### config.mk
export PLATFORM = sky130hd
export DESIGN_NAME = dsp_interrupt_controller
export DESIGN_NICKNAME = d
export VERILOG_FILES = /design/src/dsp_interrupt_controller.v
export VERILOG_INCLUDE_DIRS = /design/src
export SDC_FILE = /design/constraint.sdc
export NUM_CORES = 1
export LEC_CHECK = 0
export ABC_CLOCK_PERIOD_IN_PS = 39200
export BUFFER_PORTS_ARGS = -buffer_cell sky130_fd_sc_hd__buf_4
export CAP_MARGIN = 20
export CORE_MARGIN = 2
export CORE_UTILIZATION = 55
export DETAILED_ROUTE_END_ITERATION = 8
export PLACE_DENSITY = 0.85
export SLEW_MARGIN = 10
export SYNTH_ARGS = -nofsm -noshare
export SYNTH_HDL_FRONTEND = slang
export SYNTH_SLANG_ARGS = --single-unit
### constraint.sdc
create_clock -name clock -period 39.2 [get_ports clock]
set_input_delay 1.96 -clock clock [delete_from_list [all_inputs] [get_ports clock]]
set_output_delay 1.96 -clock clock [all_outputs]
set_load 0.005 [all_outputs]
### src/irq_ctrl_defines.vh
// register map, field positions, vectors and reset values of the interrupt controller
// Operation
// - arbitrate eleven interrupt sources plus master reset with minimal overhead
// - four dedicated external requests, two more when serial port one reconfigured
// - accept timer, byte DMA, both serial ports, software and power-down requests
// - fixed priority; all levels maskable except power-down and reset
// - programmable and serial-one alternate requests edge/level; level pins level, edge pin edge
// - fixed vector table 0000 to 0028, power-down at 002C
// - service nested with preemption or sequential, as configured
// - pending requests ANDed with mask; highest surviving priority selected
// - power-down request bypasses the mask
// - all interrupts masked for one cycle after a mask write
// - control register selects nesting and edge/level for three requests
// - edge request latched on active edge; software may force or clear it
// - force/clear register write-only, sets or clears pending requests
// - status pushed and popped on twelve-deep stacks at entry and return
// - global enable/disable gates all interrupts including power-down
// - global enable is set after reset
// - flag pins come out of reset as inputs; tri-stated when inactive
// - master reset empties stacks, masks all interrupts but power-down, clears mode status
// - power-down is nonmaskable edge request from pin or software force bit
`ifndef IRQ_CTRL_DEFINES_VH
`define IRQ_CTRL_DEFINES_VH
`define NUM_SRC 11
`define STACK_DEPTH 12
// byte addresses on the register bus
`define ADDR_MASK 8'h00
`define ADDR_CTRL 8'h04
`define ADDR_FORCE 8'h08
`define ADDR_STATUS 8'h0c
`define ADDR_PEND 8'h10
`define ADDR_MODE_STATUS_REGISTER 8'h14
`define ADDR_FLAGDIR 8'h18
`define ADDR_FLAGOUT 8'h1c
`define ADDR_CMD 8'h20
// control register fields
`define CTRL_SENSE0 0
`define CTRL_SENSE1 1
`define CTRL_SENSE2 2
`define CTRL_NEST 4
`define CTRL_SP1_ALT 5
// command register bits
`define CMD_ENA 0
`define CMD_DIS 1
`define CMD_ACK 2
`define CMD_RTI 3
// force/clear: bits 10:0 force, bits 26:16 clear
`define FC_CLR_LSB 16
// source index, 0 = highest priority
`define SRC_PWD 0
`define SRC_PROG 1
`define SRC_LVL1 2
`define SRC_LVL0 3
`define SRC_SP0TX 4
`define SRC_SP0RX 5
`define SRC_EDGE 6
`define SRC_DMA 7
`define SRC_SP1TX 8
`define SRC_SP1RX 9
`define SRC_TIMER 10
`define VEC_RESET 14'h0000
`define VEC_PWD 14'h002c
`define MASK_RESET 11'h000
`define CTRL_RESET 8'h00
`endif

### src/dsp_interrupt_controller.v
// interrupt controller with AHB-Lite register slave, priority select and status stack
//
// Added by the designer: the AHB-Lite slave port and the address map.
`timescale 1ns/1ps
`include "irq_ctrl_defines.vh"
module dsp_interrupt_controller #(
    parameter NSRC = `NUM_SRC,
    parameter DEPTH = `STACK_DEPTH
) (
    input wire clock,
    input wire nrst,
    input wire hsel,
    input wire [31:0] haddr,
    input wire [1:0] htrans,
    input wire hwrite,
    input wire [2:0] hsize,
    input wire [31:0] hwdata,
    input wire hready,
    output reg [31:0] hrdata,
    output wire hreadyout,
    output wire hresp,
    input wire extReqProgrammableN,
    input wire extReqLevelOneN,
    input wire extReqLevelZeroN,
    input wire extReqEdgeN,
    input wire serial1AltReqZeroN,
    input wire serial1AltReqOneN,
    input wire powerDownN,
    input wire [3:0] progFlagIn,
    output wire [3:0] progFlagOut,
    output wire [3:0] progFlagOe,
    input wire serial0TxReq,
    input wire serial0RxReq,
    input wire serial1TxReq,
    input wire serial1RxReq,
    input wire dmaReq,
    input wire timerReq,
    input wire [15:0] statusIn,
    output wire irqValid,
    output wire [13:0] irqVector,
    output wire [15:0] statusOut,
    output wire stackEmpty,
    output wire stackFull
);
    // reset release through two flip-flops
    reg rstMeta_q;
    reg rstSync_q;
    always @(posedge clock or negedge nrst) begin
        if (!nrst) begin
            rstMeta_q <= 1'b0;
            rstSync_q <= 1'b0;
        end else begin
            rstMeta_q <= 1'b1;
            rstSync_q <= rstMeta_q;
        end
    end
    wire rstN = rstSync_q;

    // pins are external: three stages, a change counts once stages two and three agree
    localparam NPIN = 7;
    wire [NPIN-1:0] pinRaw = ~{powerDownN, serial1AltReqOneN, serial1AltReqZeroN, extReqEdgeN,
                              extReqLevelZeroN, extReqLevelOneN, extReqProgrammableN};
    reg [NPIN-1:0] pin1_q;
    reg [NPIN-1:0] pin2_q;
    reg [NPIN-1:0] pin3_q;
    reg [NPIN-1:0] pinLvl_q;
    always @(posedge clock or negedge rstN) begin
        if (!rstN) begin
            pin1_q <= 7'h00;
            pin2_q <= 7'h00;
            pin3_q <= 7'h00;
            pinLvl_q <= 7'h00;
        end else begin
            pin1_q <= pinRaw;
            pin2_q <= pin1_q;
            pin3_q <= pin2_q;
            pinLvl_q <= (pin2_q & pin3_q) | (pinLvl_q & (pin2_q | pin3_q));
        end
    end
    reg [NPIN-1:0] pinPrev_q;
    always @(posedge clock or negedge rstN) begin
        if (!rstN) pinPrev_q <= 7'h00;
        else pinPrev_q <= pinLvl_q;
    end
    wire [NPIN-1:0] pinRise = pinLvl_q & ~pinPrev_q;

    // software registers
    reg [NSRC-1:0] mask_q;
    reg [7:0] ctrl_q;
    reg [15:0] mode_status_register_q;
    reg [3:0] flagDir_q;
    reg [3:0] flagOut_q;
    reg globalEn_q;
    reg maskHold_q;
    reg [NSRC-1:0] latch_q;
    reg [NSRC-1:0] active_q;

    // ahb address phase capture
    reg wrPend_q;
    reg rdPend_q;
    reg [7:0] addr_q;
    wire take = hsel & hready & htrans[1];
    always @(posedge clock or negedge rstN) begin
        if (!rstN) begin
            wrPend_q <= 1'b0;
            rdPend_q <= 1'b0;
            addr_q <= 8'h00;
        end else begin
            wrPend_q <= take & hwrite;
            rdPend_q <= take & ~hwrite;
            if (take) addr_q <= haddr[7:0];
        end
    end
    assign hreadyout = 1'b1;
    assign hresp = 1'b0;
    wire wrMask = wrPend_q && addr_q == `ADDR_MASK;
    wire wrCtrl = wrPend_q && addr_q == `ADDR_CTRL;
    wire wrForce = wrPend_q && addr_q == `ADDR_FORCE;
    wire wrMstat = wrPend_q && addr_q == `ADDR_MODE_STATUS_REGISTER;
    wire wrCmd = wrPend_q && addr_q == `ADDR_CMD;
    wire cmdAck = wrCmd & hwdata[`CMD_ACK];
    wire cmdRti = wrCmd & hwdata[`CMD_RTI];
    wire [NSRC-1:0] forceBits = wrForce ? hwdata[NSRC-1:0] : {NSRC{1'b0}};
    wire [NSRC-1:0] clearBits = wrForce ? hwdata[`FC_CLR_LSB+NSRC-1:`FC_CLR_LSB] : {NSRC{1'b0}};

    // raw level per source; alternate pins replace serial port one only when it is reconfigured
    wire alt = ctrl_q[`CTRL_SP1_ALT];
    wire [NSRC-1:0] rawLvl;
    assign rawLvl[`SRC_PWD] = 1'b0;
    assign rawLvl[`SRC_PROG] = pinLvl_q[0];
    assign rawLvl[`SRC_LVL1] = pinLvl_q[1];
    assign rawLvl[`SRC_LVL0] = pinLvl_q[2];
    assign rawLvl[`SRC_SP0TX] = serial0TxReq;
    assign rawLvl[`SRC_SP0RX] = serial0RxReq;
    assign rawLvl[`SRC_EDGE] = 1'b0; // the edge pin never acts as a level
    assign rawLvl[`SRC_DMA] = dmaReq;
    assign rawLvl[`SRC_SP1TX] = alt ? pinLvl_q[5] : serial1TxReq; // shares its slot with alternate one
    assign rawLvl[`SRC_SP1RX] = alt ? pinLvl_q[4] : serial1RxReq; // shares its slot with alternate zero
    assign rawLvl[`SRC_TIMER] = timerReq;
    // rising edges of the filtered pins, for the sources that can latch
    wire [NSRC-1:0] rawEdge;
    assign rawEdge[`SRC_PWD] = pinRise[6];
    assign rawEdge[`SRC_PROG] = pinRise[0];
    assign rawEdge[`SRC_LVL1] = 1'b0;
    assign rawEdge[`SRC_LVL0] = 1'b0;
    assign rawEdge[`SRC_SP0TX] = 1'b0;
    assign rawEdge[`SRC_SP0RX] = 1'b0;
    assign rawEdge[`SRC_EDGE] = pinRise[3];
    assign rawEdge[`SRC_DMA] = 1'b0;
    assign rawEdge[`SRC_SP1TX] = alt & pinRise[5];
    assign rawEdge[`SRC_SP1RX] = alt & pinRise[4];
    assign rawEdge[`SRC_TIMER] = 1'b0;
    // edge-sensitive sources: power-down and edge pin always, three more per control bits
    wire [NSRC-1:0] isEdge;
    assign isEdge[`SRC_PWD] = 1'b1;
    assign isEdge[`SRC_PROG] = ctrl_q[`CTRL_SENSE2];
    assign isEdge[`SRC_LVL1] = 1'b0;
    assign isEdge[`SRC_LVL0] = 1'b0;
    assign isEdge[`SRC_SP0TX] = 1'b0;
    assign isEdge[`SRC_SP0RX] = 1'b0;
    assign isEdge[`SRC_EDGE] = 1'b1;
    assign isEdge[`SRC_DMA] = 1'b0;
    assign isEdge[`SRC_SP1TX] = alt & ctrl_q[`CTRL_SENSE1];
    assign isEdge[`SRC_SP1RX] = alt & ctrl_q[`CTRL_SENSE0];
    assign isEdge[`SRC_TIMER] = 1'b0;
    // internal requests run on this clock and need no filter
    wire [NSRC-1:0] internalEvt;
    assign internalEvt[`SRC_PWD] = 1'b0;
    assign internalEvt[`SRC_PROG] = 1'b0;
    assign internalEvt[`SRC_LVL1] = 1'b0;
    assign internalEvt[`SRC_LVL0] = 1'b0;
    assign internalEvt[`SRC_SP0TX] = serial0TxReq;
    assign internalEvt[`SRC_SP0RX] = serial0RxReq;
    assign internalEvt[`SRC_EDGE] = 1'b0;
    assign internalEvt[`SRC_DMA] = dmaReq;
    assign internalEvt[`SRC_SP1TX] = serial1TxReq & ~alt;
    assign internalEvt[`SRC_SP1RX] = serial1RxReq & ~alt;
    assign internalEvt[`SRC_TIMER] = timerReq;
    // pending: edge sources latched, level sources follow the input or a forced latch
    wire [NSRC-1:0] pending = (isEdge & latch_q) | (~isEdge & (rawLvl | internalEvt) & ~latch_q)
                              | (~isEdge & latch_q);
    // mask gates all but power-down, which bypasses it
    wire [NSRC-1:0] effMask = {mask_q[NSRC-1:1], 1'b1};
    wire [NSRC-1:0] gated = pending & effMask & ~{NSRC{maskHold_q}};
    // nesting: only sources above the highest active may preempt
    reg [NSRC-1:0] allowed;
    reg [3:0] selIdx;
    reg selFound;
    reg seenActive;
    integer i;
    always @* begin
        allowed = {NSRC{1'b0}};
        seenActive = 1'b0;
        for (i = 0; i < NSRC; i = i + 1) begin
            if (active_q[i]) seenActive = 1'b1;
            allowed[i] = ~seenActive;
        end
        if (!ctrl_q[`CTRL_NEST] && (|active_q)) allowed = {NSRC{1'b0}};
        selFound = 1'b0;
        selIdx = 4'h0;
        for (i = NSRC - 1; i >= 0; i = i - 1) begin
            if (gated[i] && allowed[i]) begin
                selFound = 1'b1;
                selIdx = i[3:0];
            end
        end
    end
    reg [13:0] vecTab;
    always @* begin
        case (selIdx)
            4'd0: vecTab = `VEC_PWD;
            default: vecTab = {8'h00, selIdx, 2'b00};
        endcase
    end
    // global enable gates everything, power-down included
    wire fire = selFound & globalEn_q;
    reg irqValid_q;
    reg [13:0] irqVector_q;
    always @(posedge clock or negedge rstN) begin
        if (!rstN) begin
            irqValid_q <= 1'b0;
            irqVector_q <= `VEC_RESET;
        end else begin
            irqValid_q <= fire & ~cmdAck;
            irqVector_q <= fire ? vecTab : irqVector_q;
        end
    end
    assign irqValid = irqValid_q;
    assign irqVector = irqVector_q;
    wire accept = cmdAck & irqValid_q;
    wire [NSRC-1:0] accBit = accept ? ({{(NSRC-1){1'b0}}, 1'b1} << irqVector_q[5:2]) : {NSRC{1'b0}};
    wire [NSRC-1:0] accSrc = (accept && irqVector_q == `VEC_PWD) ? {{(NSRC-1){1'b0}}, 1'b1} : accBit;

    // latched requests: a new edge wins over a clear
    always @(posedge clock or negedge rstN) begin
        if (!rstN) latch_q <= {NSRC{1'b0}};
        else latch_q <= (latch_q & ~clearBits & ~accSrc) | (rawEdge & isEdge) | forceBits;
    end

    // status stack, twelve deep, pushed on entry and popped on return
    reg [15:0] stack_q [0:DEPTH-1];
    reg [3:0] sp_q;
    reg [NSRC-1:0] actStack_q [0:DEPTH-1];
    assign stackEmpty = sp_q == 4'd0;
    assign stackFull = sp_q == DEPTH[3:0];
    wire push = accept & ~stackFull;
    wire pop = cmdRti & ~stackEmpty & ~push;
    integer k;
    always @(posedge clock or negedge rstN) begin
        if (!rstN) begin
            sp_q <= 4'd0;
            active_q <= {NSRC{1'b0}};
            for (k = 0; k < DEPTH; k = k + 1) begin
                stack_q[k] <= 16'h0000;
                actStack_q[k] <= {NSRC{1'b0}};
            end
        end else if (push) begin
            stack_q[sp_q] <= mode_status_register_q;
            actStack_q[sp_q] <= active_q;
            active_q <= active_q | accSrc;
            sp_q <= sp_q + 4'd1;
        end else if (pop) begin
            active_q <= actStack_q[sp_q - 4'd1];
            sp_q <= sp_q - 4'd1;
        end
    end
    assign statusOut = stackEmpty ? 16'h0000 : stack_q[sp_q - 4'd1];

    // control registers
    always @(posedge clock or negedge rstN) begin
        if (!rstN) begin
            mask_q <= `MASK_RESET;
            ctrl_q <= `CTRL_RESET;
            mode_status_register_q <= 16'h0000;
            flagDir_q <= 4'h0;
            flagOut_q <= 4'h0;
            globalEn_q <= 1'b1;
            maskHold_q <= 1'b0;
        end else begin
            maskHold_q <= wrMask;
            if (wrMask) mask_q <= hwdata[NSRC-1:0];
            if (wrCtrl) ctrl_q <= hwdata[7:0];
            if (wrMstat) mode_status_register_q <= hwdata[15:0];
            else if (pop) mode_status_register_q <= stack_q[sp_q - 4'd1];
            else if (push) mode_status_register_q <= statusIn;
            if (wrPend_q && addr_q == `ADDR_FLAGDIR) flagDir_q <= hwdata[3:0];
            if (wrPend_q && addr_q == `ADDR_FLAGOUT) flagOut_q <= hwdata[3:0];
            if (wrCmd && hwdata[`CMD_DIS]) globalEn_q <= 1'b0;
            else if (wrCmd && hwdata[`CMD_ENA]) globalEn_q <= 1'b1;
        end
    end
    // flag pins drive only when set as output; otherwise released
    assign progFlagOut = flagOut_q;
    assign progFlagOe = flagDir_q;

    // read data, registered at the end of the address phase; force/clear reads zero
    always @(posedge clock or negedge rstN) begin
        if (!rstN) hrdata <= 32'h00000000;
        else if (take && !hwrite) begin
            case (haddr[7:0])
                `ADDR_MASK: hrdata <= {21'h000000, mask_q};
                `ADDR_CTRL: hrdata <= {24'h000000, ctrl_q};
                `ADDR_STATUS: hrdata <= {16'h0000, globalEn_q, irqValid_q, sp_q, irqVector_q[5:0], 4'h0};
                `ADDR_PEND: hrdata <= {5'h00, active_q, 5'h00, pending};
                `ADDR_MODE_STATUS_REGISTER: hrdata <= {16'h0000, mode_status_register_q};
                `ADDR_FLAGDIR: hrdata <= {28'h0000000, flagDir_q};
                `ADDR_FLAGOUT: hrdata <= {24'h000000, progFlagIn, flagOut_q};
                default: hrdata <= 32'h00000000;
            endcase
        end
    end
endmodule

==> metrics.csv <==
stage,metric,value,unit
run_status,status,finished clean,
run,max-cap violation count,0,
grt,first-pass GRT wire length,86.9,mm
cts,clock buffer count from CTS,47,
critical_path,Worst EP arrival,4530,ps
yosys,Simple-Gate Fraction of Synth Area,0.0603,
place,Placement Setup Slack,33330,ps
yosys,Area contributors post-synth,"dfrtp_1, mux2_2, mux4_2, nand2_1, clkbuf_1",
detailed_routing,DRC,0,
yosys,leading area contributor after synthesis,dfrtp_1,
critical_path,Reg2Reg Setup Slack,35150,ps
yosys,Syn Std Cell Area,21400,um2
yosys,Mean Syn Cell Area,13.5,um2
cts,CTS resizes,0,
grt,most crowded layer after global routing,met2,
yosys,post-synthesis mux area share,0.270,
die,Die W,201,um
die,CORE AREA,38500,um2
sta,f_max,154,MHz
final_layout,layout filler cell count,2759,
yosys,share of the synthesized area in compound gates (AO/OA/AOI/OAI),0.0769,
yosys,Ys Warns,0,
sta,Sum Neg Setup Slack,0,ps
final_layout,"most common cell after layout, fill and taps aside",dfrtp_1,
yosys,XOR/XNOR share of the synthesized area,0.00246,
sta,Slew Limit Fails,0,
grt,met3 GRT Util,0.0649,
die,Die Area,40400,um2
critical_path,Critical Path Start Type,register,
cts,setup bufs post-CTS,0,
die,DIE HEIGHT,201,um
cts,H-tree Lvls,2,
sta,final worst-path cycle share,0.165,
detailed_routing,final wirelength,55.9,mm
detailed_routing,Vias,14300,
final_layout,Ant. Diodes,0,
final_layout,most frequent cells in the layout,"dfrtp_1, mux2_2, buf_4",
yosys,"Seq/Total Area, Yosys",0.552,
cts,CTS tree,done,
cts,clk slew on worst S/H paths,60,ps
die,Starting Density,0.555,
yosys,ys async rst share,1.00,
grt,pin count of the biggest net entering global routing,182,
sta,final setup vio count,0,
detailed_routing,ANT nets after route,0,
final_layout,Area Growth Syn to Fin,14.0,%
place,dpl hpwl,35.3,mm
power,P_leak,0.0117,uW
grt,GRT Resource Usage Total,0.280,
cts,# clock sinks,471,
grt,grt met1 use,0.375,
sta,Final Hold Fails,0,
place,post-place instance area,22700,um2
final_layout,layout cells sized above 1,0.408,
critical_path,Worst Path Max Fanout,67,
grt,Congestion Overflow GR,0,
cts,Clock Tree Buf Depth,3,
yosys,main combinational cell family by area after synthesis,multiplexers,
die,# IOs,182,
yosys,Cell variety after synth,70,
power,Overall Power,1040,uW
power,VDD IR max,0.0300,mV
critical_path,WP data required,37240,ps
die,row count,72,
yosys,Synth Instances,1579,
sta,Worst Skew,14.7,ps
cts,clk_lat worst skew,570,ps
critical_path,Worst setup EP type,primary output,
critical_path,CP Class,reg -> out,
cts,CTS hold repair buffers,0,
grt,vias in the first global route,15000,
detailed_routing,Avg WL per Cell,25.2,um
sta,Worst-Margin Slew,1210,ps
cts,clock tree root buffer cell,clkbuf_16,
power,Cell Pwr Density,42.9,nW/um2
yosys,synthesized flop and latch total,471,
detailed_routing,vias per cell,6.46,
sta,final critical-path required period,6490,ps
yosys,number of enable flip-flop cells after synthesis,0,
sta,RSZ-0062 raised after global routing,false,
grt,initial antenna violation count,2,
final_layout,Final nets,1771,
place,IO buf count,131,
yosys,Yosys top cell area share,0.551,
sta,Worst slew margin,0.194,
grt,GR Util met2,0.448,
final_layout,Final Cell Area,24300,um2
yosys,dominant synthesized flop cell,dfrtp_1,
detailed_routing,Pre-antenna DRT Iters,6,
place,GPL Wtd Cong,0.912,
worst_hold_path,worst hold path type,reg -> reg,
yosys,Synth Area in Adders,0.00563,
detailed_routing,DR iter-0 viols,1294,
sta,worst setup margin,32710,ps
-- worst paths after layout --
kind,startpoint,end,depth (start not counted)
hold reg to reg,rstMeta_q$_DFF_PN0_,rstN$_DFF_PN0_,0
setup reg to reg,sp_q[0]$_DFFE_PN0P_,mode_status_register_q[10]$_DFFE_PN0P_,8
max in group asynchronous,rstN$_DFF_PN0_,sp_q[0]$_DFFE_PN0P_,3
min in group asynchronous,rstN$_DFF_PN0_,stack_q[187]$_DFFE_PN0P_,0
hold / removal,rstMeta_q$_DFF_PN0_,rstN$_DFF_PN0_,0
setup / recovery,sp_q[0]$_DFFE_PN0P_,statusOut[10],9
-- cells by family (layout without fill, tap and decap cells) --
family                     Yosys count  in the layout
adders and majority gates           11             11
muxes                              430            430
AOI/OAI and AO/OA                  243            243
xor gates and xnor gates             6              6
buffers and inverters              157            258
and+or+nand+nor                    259            259
DFF                                471            471
other                                2             18
-- metal layers --
| layer | up-vias | wire (um) |
|---|---|---|
| met5 | - | 0 |
| met4 | 0 | 1900 |
| met3 | 130 | 4870 |
| met2 | 645 | 26800 |
| met1 | 7535 | 22300 |
| li1 | 5986 | - |
-- power by group --
part,switching (uW),total [uW],internal (uW)
Clock,192,473,281
Sequential,20.0,515,495
Combinational,33.0,55.9,22.9
-- cells in the mapped netlist, drive strengths merged, types with 7 or more instances --
| cell | n |
|---|---|
| a21oi | 46 |
| nor2b | 8 |
| o211ai | 25 |
| nor2 | 37 |
| o21ai | 35 |
| inv | 18 |
| nand3 | 17 |
| nand2 | 129 |
| a31oi | 36 |
| buf | 46 |
| and3 | 8 |
| clkbuf | 92 |
| maj3 | 7 |
| mux2 | 348 |
| a21o | 8 |
| dfrtp | 470 |
| a22o | 12 |
| nor3 | 10 |
| and2 | 7 |
| mux4 | 82 |
| a22oi | 39 |
-- metrics by stage --
stage | std cells | util | hold WS (ps)
after floorplan | 1595 | - | 331
after global placement | 2127 | 0.589 | 335
after detailed placement | 2127 | 0.589 | 336
after CTS | 2212 | 0.632 | 350
after global routing | 2214 | 0.633 | 357
final | 2214 | 0.633 | 347
-- flip-flops by register name, indices dropped and copies added, names as in the netlist, 8 cells and up --
register                cells
hrdata                     27
addr_q                      8
latch_q                    11
stack_q                   192
mask_q                     11
mode_status_register_q     16
actStack_q                132
active_q                   11
ctrl_q                      8
-- worst max-delay path, cell delays in order (launching register included) --
cell and delay (ps):
dfrtp_4 1040, inv_1 270, ha_4 500, buf_4 830, mux4_2 430, nand2_1 90, a21oi_1 70, a31oi_1 440
nor2_1 80, buf_4 160
-- layout make-up --
| class | instances | area (um2) | area share |
|---|---|---|---|
| flip-flops and latches | 471 | 11800 | 0.484 |
| multi-input cells | 967 | 9000 | 0.370 |
| clock buffers | 60 | 1300 | 0.0532 |
| repair buffers | 154 | 1200 | 0.0493 |
| well taps | 518 | 648 | 0.0266 |
| clock inverters | 25 | 330 | 0.0136 |
| inverters | 19 | 71.3 | 0.00293 |
Power figures use the tool's default switching activity.
